### src/hdl/udc_defs.svh
// Constants of the up/down pulse counter: bus offsets, byte fields, resets.
// Assumes inclusion by bare name from the format mapper and the core module; the package does not include it.
`ifndef UDC_DEFS_SVH
`define UDC_DEFS_SVH

// ----------------------------------------------------------------------
// Bus byte offsets
// ----------------------------------------------------------------------
`define UDC_OFS_CTRL 4'h0
`define UDC_OFS_DOUT 4'h4
`define UDC_OFS_DIN 4'h8
`define UDC_OFS_LEN 4'hc

// ----------------------------------------------------------------------
// Control and status byte fields
// ----------------------------------------------------------------------
`define UDC_CB_OUT_FIRST 0
`define UDC_CB_OUT_SECOND 1
`define UDC_CB_PRESET 2
`define UDC_CB_INHIBIT 3
`define UDC_SB_DIR 4
`define UDC_SB_COUNT 5
`define UDC_CB_WNR 6
`define UDC_CB_REG 7

// ----------------------------------------------------------------------
// Internal register indices and feature fields
// ----------------------------------------------------------------------
`define UDC_REG_CNT_LO 6'h00
`define UDC_REG_CNT_HI 6'h01
`define UDC_REG_TYPE 6'h08
`define UDC_REG_FEATURE 6'h20
`define UDC_REG_CMP_FIRST 6'h21
`define UDC_REG_CMP_SECOND 6'h22
`define UDC_FT_GATE_HIGH 2
`define UDC_FT_ALT 3
`define UDC_FT_AUTO 4
`define UDC_TYPE_ID 16'h0a5a
`define UDC_RST_FEATURE 16'h0000

// ----------------------------------------------------------------------
// Exchanged data lengths in bytes
// ----------------------------------------------------------------------
`define UDC_LEN_STD 3'h5
`define UDC_LEN_ALT_SINGLE 3'h4
`define UDC_LEN_ALT_DUAL 3'h6

`endif

### src/hdl/udc_pkg.sv
// Types shared by the up/down pulse counter modules.
// Assumes udc_defs.svh for the numeric constants.
package udc_pkg;

    // Counting modes
    typedef enum logic [1:0] {
        UDC_MODE_UPDOWN,
        UDC_MODE_GATED,
        UDC_MODE_DUAL
    } udc_mode_t;

    // Feature settings steered by software
    typedef struct packed {
        udc_mode_t mode;
        logic gate_high;
        logic alt_fmt;
        logic auto_en;
    } udc_feat_t;

    // Indicator levels
    typedef struct packed {
        logic dir;
        logic count;
        logic out_first;
        logic out_second;
    } udc_led_t;

    // Whole state of the counter core
    typedef struct packed {
        udc_feat_t feat;
        logic [15:0] cmp_first;
        logic [15:0] cmp_second;
        logic [31:0] cnt;
        logic [15:0] cnt_b;
        logic [7:0] ctrl;
        logic [7:0] status;
        logic [31:0] dout;
        logic [31:0] din;
        logic [2:0] len;
        logic auto_first;
        logic auto_second;
        logic out_first;
        logic out_second;
        udc_led_t led;
        logic ack;
        logic [31:0] rdata;
    } udc_state_t;

    // Edge detector state
    typedef struct packed {
        logic prev;
    } udc_edge_state_t;

endpackage

### src/hdl/udc_edge.sv
// Rising edge detector for one synchronous field input.
// Assumes the input is already synchronous to clock_i.
`timescale 1ns/10ps
module udc_edge import udc_pkg::*; (
    // Clock and reset
    input wire logic clock_i,
    input wire logic srst_i,
    // Level in, pulse out
    input wire logic level_i,
    output logic rise_o
);
    udc_edge_state_t st_reg; // Previous level
    udc_edge_state_t st_next;

    // Previous starts high so a level already high at reset is no edge
    always_comb begin
        st_next = st_reg;
        st_next.prev = level_i;
    end

    always_ff @(posedge clock_i) begin
        if (srst_i) begin
            st_reg.prev <= 1'b1;
        end else begin
            st_reg <= st_next;
        end
    end

    assign rise_o = level_i & ~st_reg.prev;
endmodule

### src/hdl/udc_fmt.sv
// Output format mapper: turns the counters into the reported data word.
// Assumes the caller registers the result before it leaves the block.
`timescale 1ns/10ps
`include "udc_defs.svh"
module udc_fmt import udc_pkg::*; (
    // Settings
    input wire udc_feat_t feat_i,
    // Counters
    input wire logic [31:0] cnt_i,
    input wire logic [15:0] cnt_b_i,
    // Mapped data and its byte length
    output logic [31:0] data_o,
    output logic [2:0] len_o
);
    // Pure mapping; no state of its own
    always_comb begin
        data_o = cnt_i;
        len_o = `UDC_LEN_STD;
        if (!feat_i.alt_fmt) begin
            // Standard: four data bytes plus the control/status byte
            if (feat_i.mode == UDC_MODE_DUAL) begin
                data_o = {cnt_b_i, cnt_i[15:0]};
            end else begin
                data_o = cnt_i;
            end
            len_o = `UDC_LEN_STD;
        end else if (feat_i.mode == UDC_MODE_DUAL) begin
            // Alternative dual: 8-bit first counter, 16-bit second counter
            data_o = {8'h00, cnt_b_i, cnt_i[7:0]};
            len_o = `UDC_LEN_ALT_DUAL;
        end else begin
            // Alternative single: signed 24-bit, sign carried upward
            data_o = {{8{cnt_i[23]}}, cnt_i[23:0]};
            len_o = `UDC_LEN_ALT_SINGLE;
        end
    end
endmodule

### src/hdl/udc_top.sv
// Up/down pulse counter core with an Avalon-MM register slave.
// Assumes count_i and dir_gate_i are already synchronous to clock_i and
// that the coupler side reaches the process image through the bus below.
`timescale 1ns/10ps
`include "udc_defs.svh"
module udc_top import udc_pkg::*; (
    // Clock and reset
    input wire logic clock_i,
    input wire logic srst_i,
    // Field inputs
    input wire logic count_i,
    input wire logic dir_gate_i,
    // Avalon-MM slave
    input wire logic [3:0] avs_address_i,
    input wire logic avs_read_i,
    input wire logic avs_write_i,
    input wire logic [31:0] avs_writedata_i,
    input wire logic [3:0] avs_byteenable_i,
    output logic [31:0] avs_readdata_o,
    output logic avs_waitrequest_o,
    // Field outputs
    output logic digital_output_first_o,
    output logic digital_output_second_o,
    // Indicators
    output udc_led_t led_o
);
    // ------------------------------------------------------------------
    // Declarations
    // ------------------------------------------------------------------
    udc_state_t st_reg; // All state of the block
    udc_state_t st_next; // Its next value
    logic [1:0] pin_in; // Count and direction/gate levels
    logic [1:0] rise; // Rising edge pulses of the pins
    logic [31:0] fmt_data; // Mapped count data
    logic [2:0] fmt_len; // Mapped byte length
    logic req; // A bus request is present
    logic wr_ctrl; // Control byte write takes effect now
    logic wr_dout; // Output data write takes effect now
    logic preset_evt; // Preset request from the control byte
    logic inhibit; // Counting suppressed
    logic gate_active; // Gate level allows counting
    logic [7:0] wbyte; // Written control byte

    // ------------------------------------------------------------------
    // Feature register coding
    // ------------------------------------------------------------------
    // Unknown mode codes fall back to up/down so no code can stall counting
    function automatic udc_feat_t feat_decode(input logic [15:0] v);
        udc_feat_t f;
        case (v[1:0])
            2'h1: f.mode = UDC_MODE_GATED;
            2'h2: f.mode = UDC_MODE_DUAL;
            default: f.mode = UDC_MODE_UPDOWN;
        endcase
        f.gate_high = v[`UDC_FT_GATE_HIGH];
        f.alt_fmt = v[`UDC_FT_ALT];
        f.auto_en = v[`UDC_FT_AUTO];
        return f;
    endfunction

    // Feature value as software reads it back
    function automatic logic [15:0] feat_encode(input udc_feat_t f);
        logic [15:0] v;
        v = 16'h0000;
        case (f.mode)
            UDC_MODE_GATED: v[1:0] = 2'h1;
            UDC_MODE_DUAL: v[1:0] = 2'h2;
            default: v[1:0] = 2'h0;
        endcase
        v[`UDC_FT_GATE_HIGH] = f.gate_high;
        v[`UDC_FT_ALT] = f.alt_fmt;
        v[`UDC_FT_AUTO] = f.auto_en;
        return v;
    endfunction

    // Internal register read; unimplemented indices read zero
    function automatic logic [15:0] reg_read(input logic [5:0] idx, input udc_state_t s);
        logic [15:0] v;
        v = 16'h0000;
        if (idx == `UDC_REG_CNT_LO) begin
            v = s.cnt[15:0];
        end else if (idx == `UDC_REG_CNT_HI) begin
            v = s.cnt[31:16];
        end else if (idx == `UDC_REG_TYPE) begin
            v = `UDC_TYPE_ID; // Arbitrary identification value
        end else if (idx == `UDC_REG_FEATURE) begin
            v = feat_encode(s.feat);
        end else if (idx == `UDC_REG_CMP_FIRST) begin
            v = s.cmp_first;
        end else if (idx == `UDC_REG_CMP_SECOND) begin
            v = s.cmp_second;
        end
        return v;
    endfunction

    // ------------------------------------------------------------------
    // Input edges and format mapping
    // ------------------------------------------------------------------
    assign pin_in = {dir_gate_i, count_i};

    // One detector per field input
    for (genvar i = 0; i < 2; i++) begin : g_edge
        udc_edge u_edge (
            .clock_i(clock_i),
            .srst_i(srst_i),
            .level_i(pin_in[i]),
            .rise_o(rise[i])
        );
    end

    udc_fmt u_fmt (
        .feat_i(st_reg.feat),
        .cnt_i(st_reg.cnt),
        .cnt_b_i(st_reg.cnt_b),
        .data_o(fmt_data),
        .len_o(fmt_len)
    );

    // ------------------------------------------------------------------
    // Bus decode helpers
    // ------------------------------------------------------------------
    // One wait cycle: the request is seen, then answered from flops
    assign req = avs_read_i | avs_write_i;
    assign avs_waitrequest_o = req & ~st_reg.ack;
    assign wbyte = avs_writedata_i[7:0];
    assign wr_ctrl = avs_write_i & st_reg.ack & (avs_address_i == `UDC_OFS_CTRL)
        & avs_byteenable_i[0];
    assign wr_dout = avs_write_i & st_reg.ack & (avs_address_i == `UDC_OFS_DOUT);
    // Preset acts on the rising edge of its control bit, in process mode only
    assign preset_evt = wr_ctrl & ~wbyte[`UDC_CB_REG] & wbyte[`UDC_CB_PRESET]
        & ~st_reg.ctrl[`UDC_CB_PRESET];
    assign inhibit = ~st_reg.ctrl[`UDC_CB_REG] & st_reg.ctrl[`UDC_CB_INHIBIT];
    assign gate_active = dir_gate_i ^ st_reg.feat.gate_high;

    // ------------------------------------------------------------------
    // Next state
    // ------------------------------------------------------------------
    always_comb begin
        st_next = st_reg;

        // Bus handshake: capture read data first, apply writes on release
        if (req && !st_reg.ack) begin
            st_next.ack = 1'b1;
            if (avs_address_i == `UDC_OFS_CTRL) begin
                st_next.rdata = {24'h000000, st_reg.status};
            end else if (avs_address_i == `UDC_OFS_DOUT) begin
                st_next.rdata = st_reg.dout;
            end else if (avs_address_i == `UDC_OFS_DIN) begin
                st_next.rdata = st_reg.din;
            end else if (avs_address_i == `UDC_OFS_LEN) begin
                st_next.rdata = {29'h00000000, st_reg.len};
            end else begin
                st_next.rdata = 32'h00000000;
            end
        end else begin
            st_next.ack = 1'b0;
        end

        // Output data lanes honour byte enables
        if (wr_dout) begin
            for (int b = 0; b < 4; b++) begin
                if (avs_byteenable_i[b]) begin
                    st_next.dout[8*b +: 8] = avs_writedata_i[8*b +: 8];
                end
            end
        end

        // Counting; an inhibit from the control byte freezes every mode
        case (st_reg.feat.mode)
            UDC_MODE_UPDOWN: begin
                if (rise[0] && !inhibit) begin
                    if (dir_gate_i) begin
                        st_next.cnt = st_reg.cnt + 32'h00000001;
                    end else begin
                        st_next.cnt = st_reg.cnt - 32'h00000001;
                    end
                end
            end
            UDC_MODE_GATED: begin
                // Inactive gate holds the count
                if (rise[0] && !inhibit && gate_active) begin
                    st_next.cnt = st_reg.cnt + 32'h00000001;
                end
            end
            UDC_MODE_DUAL: begin
                // Two independent wrap-around 16-bit counters
                if (rise[0] && !inhibit) begin
                    st_next.cnt[15:0] = st_reg.cnt[15:0] + 16'h0001;
                end
                if (rise[1] && !inhibit) begin
                    st_next.cnt_b = st_reg.cnt_b + 16'h0001;
                end
            end
            default: begin
                st_next.cnt = st_reg.cnt;
            end
        endcase

        // Preset beats a coincident count edge
        if (preset_evt) begin
            if (st_reg.feat.mode == UDC_MODE_DUAL) begin
                st_next.cnt[15:0] = st_reg.dout[15:0];
                st_next.cnt_b = st_reg.dout[31:16];
            end else begin
                st_next.cnt = st_reg.dout;
            end
        end

        // Automatic outputs: preset re-arms, a compare match set wins
        if (preset_evt || !st_reg.feat.auto_en) begin
            st_next.auto_first = 1'b0;
            st_next.auto_second = 1'b0;
        end
        if (st_reg.feat.auto_en && st_reg.cnt[15:0] == st_reg.cmp_first) begin
            st_next.auto_first = 1'b1;
        end
        if (st_reg.feat.auto_en && st_reg.cnt[15:0] == st_reg.cmp_second) begin
            st_next.auto_second = 1'b1;
        end

        // Outputs keep their last process-mode request during register access
        if (!st_reg.ctrl[`UDC_CB_REG]) begin
            st_next.out_first = st_reg.ctrl[`UDC_CB_OUT_FIRST] | st_reg.auto_first;
            st_next.out_second = st_reg.ctrl[`UDC_CB_OUT_SECOND] | st_reg.auto_second;
        end else begin
            st_next.out_first = st_reg.out_first | st_reg.auto_first;
            st_next.out_second = st_reg.out_second | st_reg.auto_second;
        end

        // Status byte: live flags in process mode, echo in register mode
        if (!st_reg.ctrl[`UDC_CB_REG]) begin
            st_next.status = 8'h00;
            st_next.status[`UDC_CB_OUT_FIRST] = st_reg.out_first;
            st_next.status[`UDC_CB_OUT_SECOND] = st_reg.out_second;
            st_next.status[`UDC_CB_PRESET] = st_reg.ctrl[`UDC_CB_PRESET];
            st_next.status[`UDC_CB_INHIBIT] = st_reg.ctrl[`UDC_CB_INHIBIT];
            st_next.status[`UDC_SB_DIR] = dir_gate_i;
            st_next.status[`UDC_SB_COUNT] = count_i;
        end else begin
            st_next.status = st_reg.ctrl;
        end

        // Control byte write; a register write completes in the same edge
        if (wr_ctrl) begin
            st_next.ctrl = wbyte;
            if (wbyte[`UDC_CB_REG]) begin
                st_next.status = wbyte;
                if (wbyte[`UDC_CB_WNR]) begin
                    if (wbyte[5:0] == `UDC_REG_FEATURE) begin
                        st_next.feat = feat_decode(st_reg.dout[15:0]);
                    end else if (wbyte[5:0] == `UDC_REG_CMP_FIRST) begin
                        st_next.cmp_first = st_reg.dout[15:0];
                    end else if (wbyte[5:0] == `UDC_REG_CMP_SECOND) begin
                        st_next.cmp_second = st_reg.dout[15:0];
                    end
                end
            end
        end

        // Input image: register value in register mode, count data otherwise
        if (st_reg.ctrl[`UDC_CB_REG]) begin
            st_next.din = {16'h0000, reg_read(st_reg.ctrl[5:0], st_reg)};
        end else begin
            st_next.din = fmt_data;
        end
        st_next.len = fmt_len;

        // Indicators follow the pins and the driven outputs
        st_next.led.dir = dir_gate_i;
        st_next.led.count = count_i;
        st_next.led.out_first = st_reg.out_first;
        st_next.led.out_second = st_reg.out_second;
    end

    // ------------------------------------------------------------------
    // State register
    // ------------------------------------------------------------------
    always_ff @(posedge clock_i) begin
        if (srst_i) begin
            st_reg <= '0;
            st_reg.feat <= feat_decode(`UDC_RST_FEATURE);
            st_reg.len <= `UDC_LEN_STD;
        end else begin
            st_reg <= st_next;
        end
    end

    // ------------------------------------------------------------------
    // Outputs
    // ------------------------------------------------------------------
    assign avs_readdata_o = st_reg.rdata;
    assign digital_output_first_o = st_reg.out_first;
    assign digital_output_second_o = st_reg.out_second;
    assign led_o = st_reg.led;

    // ------------------------------------------------------------------
    // Assertions
    // ------------------------------------------------------------------
    property p_no_edge_no_count;
        @(posedge clock_i) disable iff (srst_i)
        (!rise[0] && !rise[1] && !preset_evt) |=> $stable(st_reg.cnt) && $stable(st_reg.cnt_b);
    endproperty
    a_no_edge_no_count: assert property (p_no_edge_no_count)
        else $error("count changed without a rising edge");

    property p_down_count;
        @(posedge clock_i) disable iff (srst_i)
        (st_reg.feat.mode == UDC_MODE_UPDOWN && rise[0] && !inhibit && !preset_evt
            && !dir_gate_i) |=> st_reg.cnt == $past(st_reg.cnt) - 32'h00000001;
    endproperty
    a_down_count: assert property (p_down_count)
        else $error("low direction did not count down");

    property p_gate_hold;
        @(posedge clock_i) disable iff (srst_i)
        (st_reg.feat.mode == UDC_MODE_GATED && !gate_active && !preset_evt)
            |=> $stable(st_reg.cnt);
    endproperty
    a_gate_hold: assert property (p_gate_hold)
        else $error("gated count moved with gate inactive");

    property p_second_counter;
        @(posedge clock_i) disable iff (srst_i)
        (st_reg.feat.mode == UDC_MODE_DUAL && rise[1] && !inhibit && !preset_evt)
            |=> st_reg.cnt_b == $past(st_reg.cnt_b) + 16'h0001;
    endproperty
    a_second_counter: assert property (p_second_counter)
        else $error("second counter missed a gate edge");

    property p_preset;
        @(posedge clock_i) disable iff (srst_i)
        (preset_evt && st_reg.feat.mode != UDC_MODE_DUAL) |=> st_reg.cnt == $past(st_reg.dout);
    endproperty
    a_preset: assert property (p_preset)
        else $error("preset value not loaded");

    property p_auto_out;
        @(posedge clock_i) disable iff (srst_i)
        (st_reg.feat.auto_en && st_reg.cnt[15:0] == st_reg.cmp_first) |=> ##1 st_reg.out_first;
    endproperty
    a_auto_out: assert property (p_auto_out)
        else $error("automatic output not set at compare value");

    property p_std_len;
        @(posedge clock_i) disable iff (srst_i)
        !st_reg.feat.alt_fmt |=> st_reg.len == `UDC_LEN_STD;
    endproperty
    a_std_len: assert property (p_std_len)
        else $error("standard format length is not five");

    property p_led_follow;
        @(posedge clock_i) disable iff (srst_i)
        ##1 (led_o.count == $past(count_i) && led_o.dir == $past(dir_gate_i));
    endproperty
    a_led_follow: assert property (p_led_follow)
        else $error("indicator does not follow its input");

    property p_reg_write_done;
        @(posedge clock_i) disable iff (srst_i)
        (wr_ctrl && wbyte[7:6] == 2'h3) |=> st_reg.status == $past(wbyte);
    endproperty
    a_reg_write_done: assert property (p_reg_write_done)
        else $error("status does not echo register write");
endmodule

### config.mk
export PLATFORM = sky130hd
export DESIGN_NAME = udc_top
export DESIGN_NICKNAME = d
export VERILOG_FILES = /design/src/hdl/udc_pkg.sv /design/src/hdl/udc_edge.sv /design/src/hdl/udc_fmt.sv /design/src/hdl/udc_top.sv
export VERILOG_INCLUDE_DIRS = /design/src /design/src/hdl
export SDC_FILE = /design/constraint.sdc
export NUM_CORES = 1
export LEC_CHECK = 0
export ABC_AREA = 1
export BUFFER_PORTS_ARGS = -buffer_cell sky130_fd_sc_hd__buf_4
export CAP_MARGIN = 20
export CORE_UTILIZATION = 43
export DETAILED_ROUTE_END_ITERATION = 7
export HOLD_SLACK_MARGIN = 0.12
export PLACE_DENSITY = 0.62
export SYNTH_ARGS = -nofsm -noshare
export SYNTH_HDL_FRONTEND = slang
export SYNTH_HIERARCHICAL = 1
export SYNTH_SLANG_ARGS = --single-unit
### constraint.sdc
create_clock -name clock_i -period 2.5 [get_ports clock_i]
set_input_delay 0.375 -clock clock_i [delete_from_list [all_inputs] [get_ports clock_i]]
set_output_delay 0.375 -clock clock_i [all_outputs]
set_load 0.01 [all_outputs]
==> results.py <==
metrics = {
    "run_status": {
        "status": "finished, final reports clean",
    },
    "floorplanning": {
        "chipWidth_um": 171,
        "placementRows": 61,
        "fp.coreArea_mm2": 0.0280,
        "start_util_pct": 44.1,
        "dieArea_mm2": 0.0294,
        "io_pins": 85,
        "die-height_um": 171,
    },
    "clock_network": {
        "cts_sinks": 211,
        "cts_tree": "yes",
        "cts_buffers": 24,
        "clkSlewWorstSetupHoldPaths_ns": 0.07,
        "clk_path_buf_depth": 3,
        "cts_root_buf": "clkbuf_16",
        "htreeDepth": 1,
        "clock_latency_ns": 0.55,
    },
    "synth": {
        "ys_ff_latch": 211,
        "syn_area_mm2": 0.0124,
        "yosysWarnings": 6,
        "synthFlopType": "dfxtp_1",
        "syn_inst": 1911,
        "yosysUniqueCellTypes": 54,
        "async_reset_ff_share_pct": 0,
        "avgSynthCellArea_um2": 6.46,
        "syn-num-nets": 1964,
        "yosysSeqAreaShare_pct": 34.2,
        "synth-edff-count": 0,
    },
    "critical_path": {
        "crit_type": "flip-flop to flip-flop",
        "path_cells": "nand2_1 > nor2_1 > nand2_1 > buf_4 > nor2_1 > nand2_1 > a21oi_1 > o22ai_1 > a21oi_1",
        "slowest_stage": "dfxtp_1",
        "worstPathArrival_ns": 2.73,
        "critPathBufInv": 1,
        "critPathMaxFanout": 7,
        "start_kind": "flip-flop",
        "endpoint_kind": "flip-flop",
        "slowest_delay_ns": 0.51,
        "critPathTopFamily": "simple AND/OR/NAND/NOR gates",
        "cp_data_required_time_ns": 2.95,
        "cpMostUsedCell": "nand2_1",
    },
    "pwr": {
        "swShare_pct": 27.6,
        "power.density_mw_per_mm2": 592,
        "internal_power_w": 0.00606,
        "vdd_ir_drop_max_mv": 0.444,
        "p_leak_nw": 6.02,
        "comb_power_share_pct": 13.2,
        "p_switching_w": 0.00231,
        "seqPwrFrac_pct": 41.9,
        "clockPowerShare_pct": 44.9,
    },
    "global_route": {
        "antenna_found_initial": 0,
        "grt_max_degree": 60,
        "grt_pass1_wl_mm": 67.7,
        "track_usage_pct": 30.5,
        "grt_overflow": 0,
        "grt_pass1_vias": 11800,
    },
    "detailed_routing": {
        "vias_per_cell": 5.38,
        "drc": 0,
        "dr.pass1.iters": 5,
        "antenna_left": 0,
        "drt_iter0_drc": 1112,
        "wl_mm": 44.7,
        "post_drt_wl_per_cell_um": 18.9,
        "vias": 12700,
    },
    "timing": {
        "relSlewSlack_pct": 49.7,
        "rsz0062_at_grt": "no",
        "period_minus_slack_ns": 2.28,
        "tns_ns": 0,
        "hold_violations": 0,
        "whs_ns": 0.138,
        "final_max_slew_viol_count": 0,
        "worst_pin_slew_ns": 0.752,
        "clock.fmax_mhz": 439,
        "finalCritPeriodShare_pct": 91.1,
        "skew_ns": 0.0312,
        "setup_viol": 0,
    },
    "worst_hold_path": {
        "hp-class": "primary input to flip-flop",
    },
    "final_layout": {
        "drive_gt1_share_pct": 12.5,
        "fill_cells": 2911,
        "nets": 2016,
        "antenna_cells": 0,
        "largest_reg_flops": 155,
        "design_area_mm2": 0.0141,
        "area_growth_pct": 14.5,
    },
    "placement": {
        "dp_hpwl_mm": 33.9,
        "gp_congestion": 1.01,
        "placed_area_mm2": 0.0132,
        "port_buffers": 84,
    },
    "run": {
        "drv_cap": 0,
    },
}
worst min-delay path, stage by stage:
cell,delay (ns)
buf_4,0.08
o21ai_0,0.07
a21oi_1,0.10
layout make-up:
cell class	count	area [um2]	share of cell area, %
sequential	211	4220	29.9
clock inverter	12	194	1.37
multi-input combinational	1344	6500	46.0
tap	378	473	3.34
clock buffer	31	647	4.57
inverter	223	840	5.94
timing repair buffer	159	1260	8.94
path summary, 6_finish.rpt:
kind                        from                  to  slack [ns]  depth (start not counted)
min          avs_writedata_i[18]          st_reg[94]        0.14                          3
min reg2reg   avs_readdata_o[25]  avs_readdata_o[25]        0.47                          2
max                  st_reg[141]         st_reg[157]        0.22                          9
max reg2reg          st_reg[141]         st_reg[157]        0.22                          9
power groups by stage:
stage	clock network (W)	logic (W)	registers, W
6_report	0.00376	0.00110	0.00351
5_1_grt	0.00395	0.00123	0.00351
4_1_cts	0.00379	0.00108	0.00351
3_5_place_dp	0	0.00106	0.00358
3_3_place_gp	0	0.00107	0.00358
2_1_floorplan	0	0.000732	0.00352
cells by family (layout without fill, tap and decap cells):
family	Yosys count	count (layout)	share of synthesized area (%)
buffers and inverters	356	425	13.2
AND/OR/NAND/NOR	894	894	30.7
XOR/XNOR	38	38	2.69
adder cells (fa/ha/maj)	7	7	0.709
flip-flops	211	211	34.2
other	1	1	0.0304
AO/OA/AOI/OAI	404	404	18.4
synth_stat cells, types with 7 or more instances:
cell | count | area (um2)
o22ai_1 | 17 | 106
xnor2_1 | 10 | 87.6
nand4_1 | 13 | 81.3
or2_2 | 7 | 43.8
o21ai_1 | 9 | 45.0
dfxtp_1 | 211 | 4220
buf_6 | 9 | 101
inv_2 | 13 | 48.8
buf_2 | 19 | 95.1
inv_1 | 206 | 773
a21oi_1 | 142 | 711
o211ai_1 | 11 | 82.6
nand3_1 | 111 | 556
buf_4 | 53 | 398
a211oi_1 | 38 | 285
xor2_1 | 28 | 245
nor3_1 | 14 | 70.1
nor2_2 | 11 | 68.8
o21ai_0 | 154 | 771
nand2_2 | 8 | 50.1
ha_1 | 7 | 87.6
clkbuf_1 | 48 | 180
nor2_1 | 246 | 923
nand2_1 | 461 | 1730
per-layer routing:
metal	routed length, um	GRT usage (%)
met1	19500	40.2
met2	20300	49.6
met3	3130	4.33
met4	1820	13.1
met5	0	0
cells in the final DEF, fill, tap and decap left out, types with 5 or more instances in the layout:
cell type,instances
nor2_2,13
dfxtp_1,211
inv_1,206
a22o_1,6
inv_2,14
a211oi_1,38
nand3_1,111
clkbuf_16,24
dlygate4sd3_1,13
nor2_1,244
o211ai_1,11
nand4_1,13
nand2_1,461
o2111ai_1,6
nor3_1,14
o21ai_1,9
a31oi_1,6
or2_2,7
buf_4,143
ha_1,7
o21ai_0,154
nand2_2,8
xor2_1,28
o22ai_1,17
clkbuf_1,5
clkinv_2,7
a21oi_1,142
xnor2_1,10
repair_timing:
item / in CTS / in global routing
endpoints found under the hold margin: 14 / 0
resized for setup: 0 / 0
setup buffers: 0 / 0
hold buffers: 13 / 0
stage by stage:
stage / cells / setup slack, ns / total power [W] / utilization (%)
floorplan: 1911 / 0.535 / 0.00425 / -
global placement: 2302 / 0.270 / 0.00465 / 47.0
detailed placement: 2302 / 0.264 / 0.00464 / 47.0
CTS: 2358 / 0.231 / 0.00838 / 50.5
global route: 2358 / 0.0373 / 0.00869 / 50.5
finish: 2358 / 0.221 / 0.00837 / 50.5
Note: power is estimated with default switching activity, not from simulation.
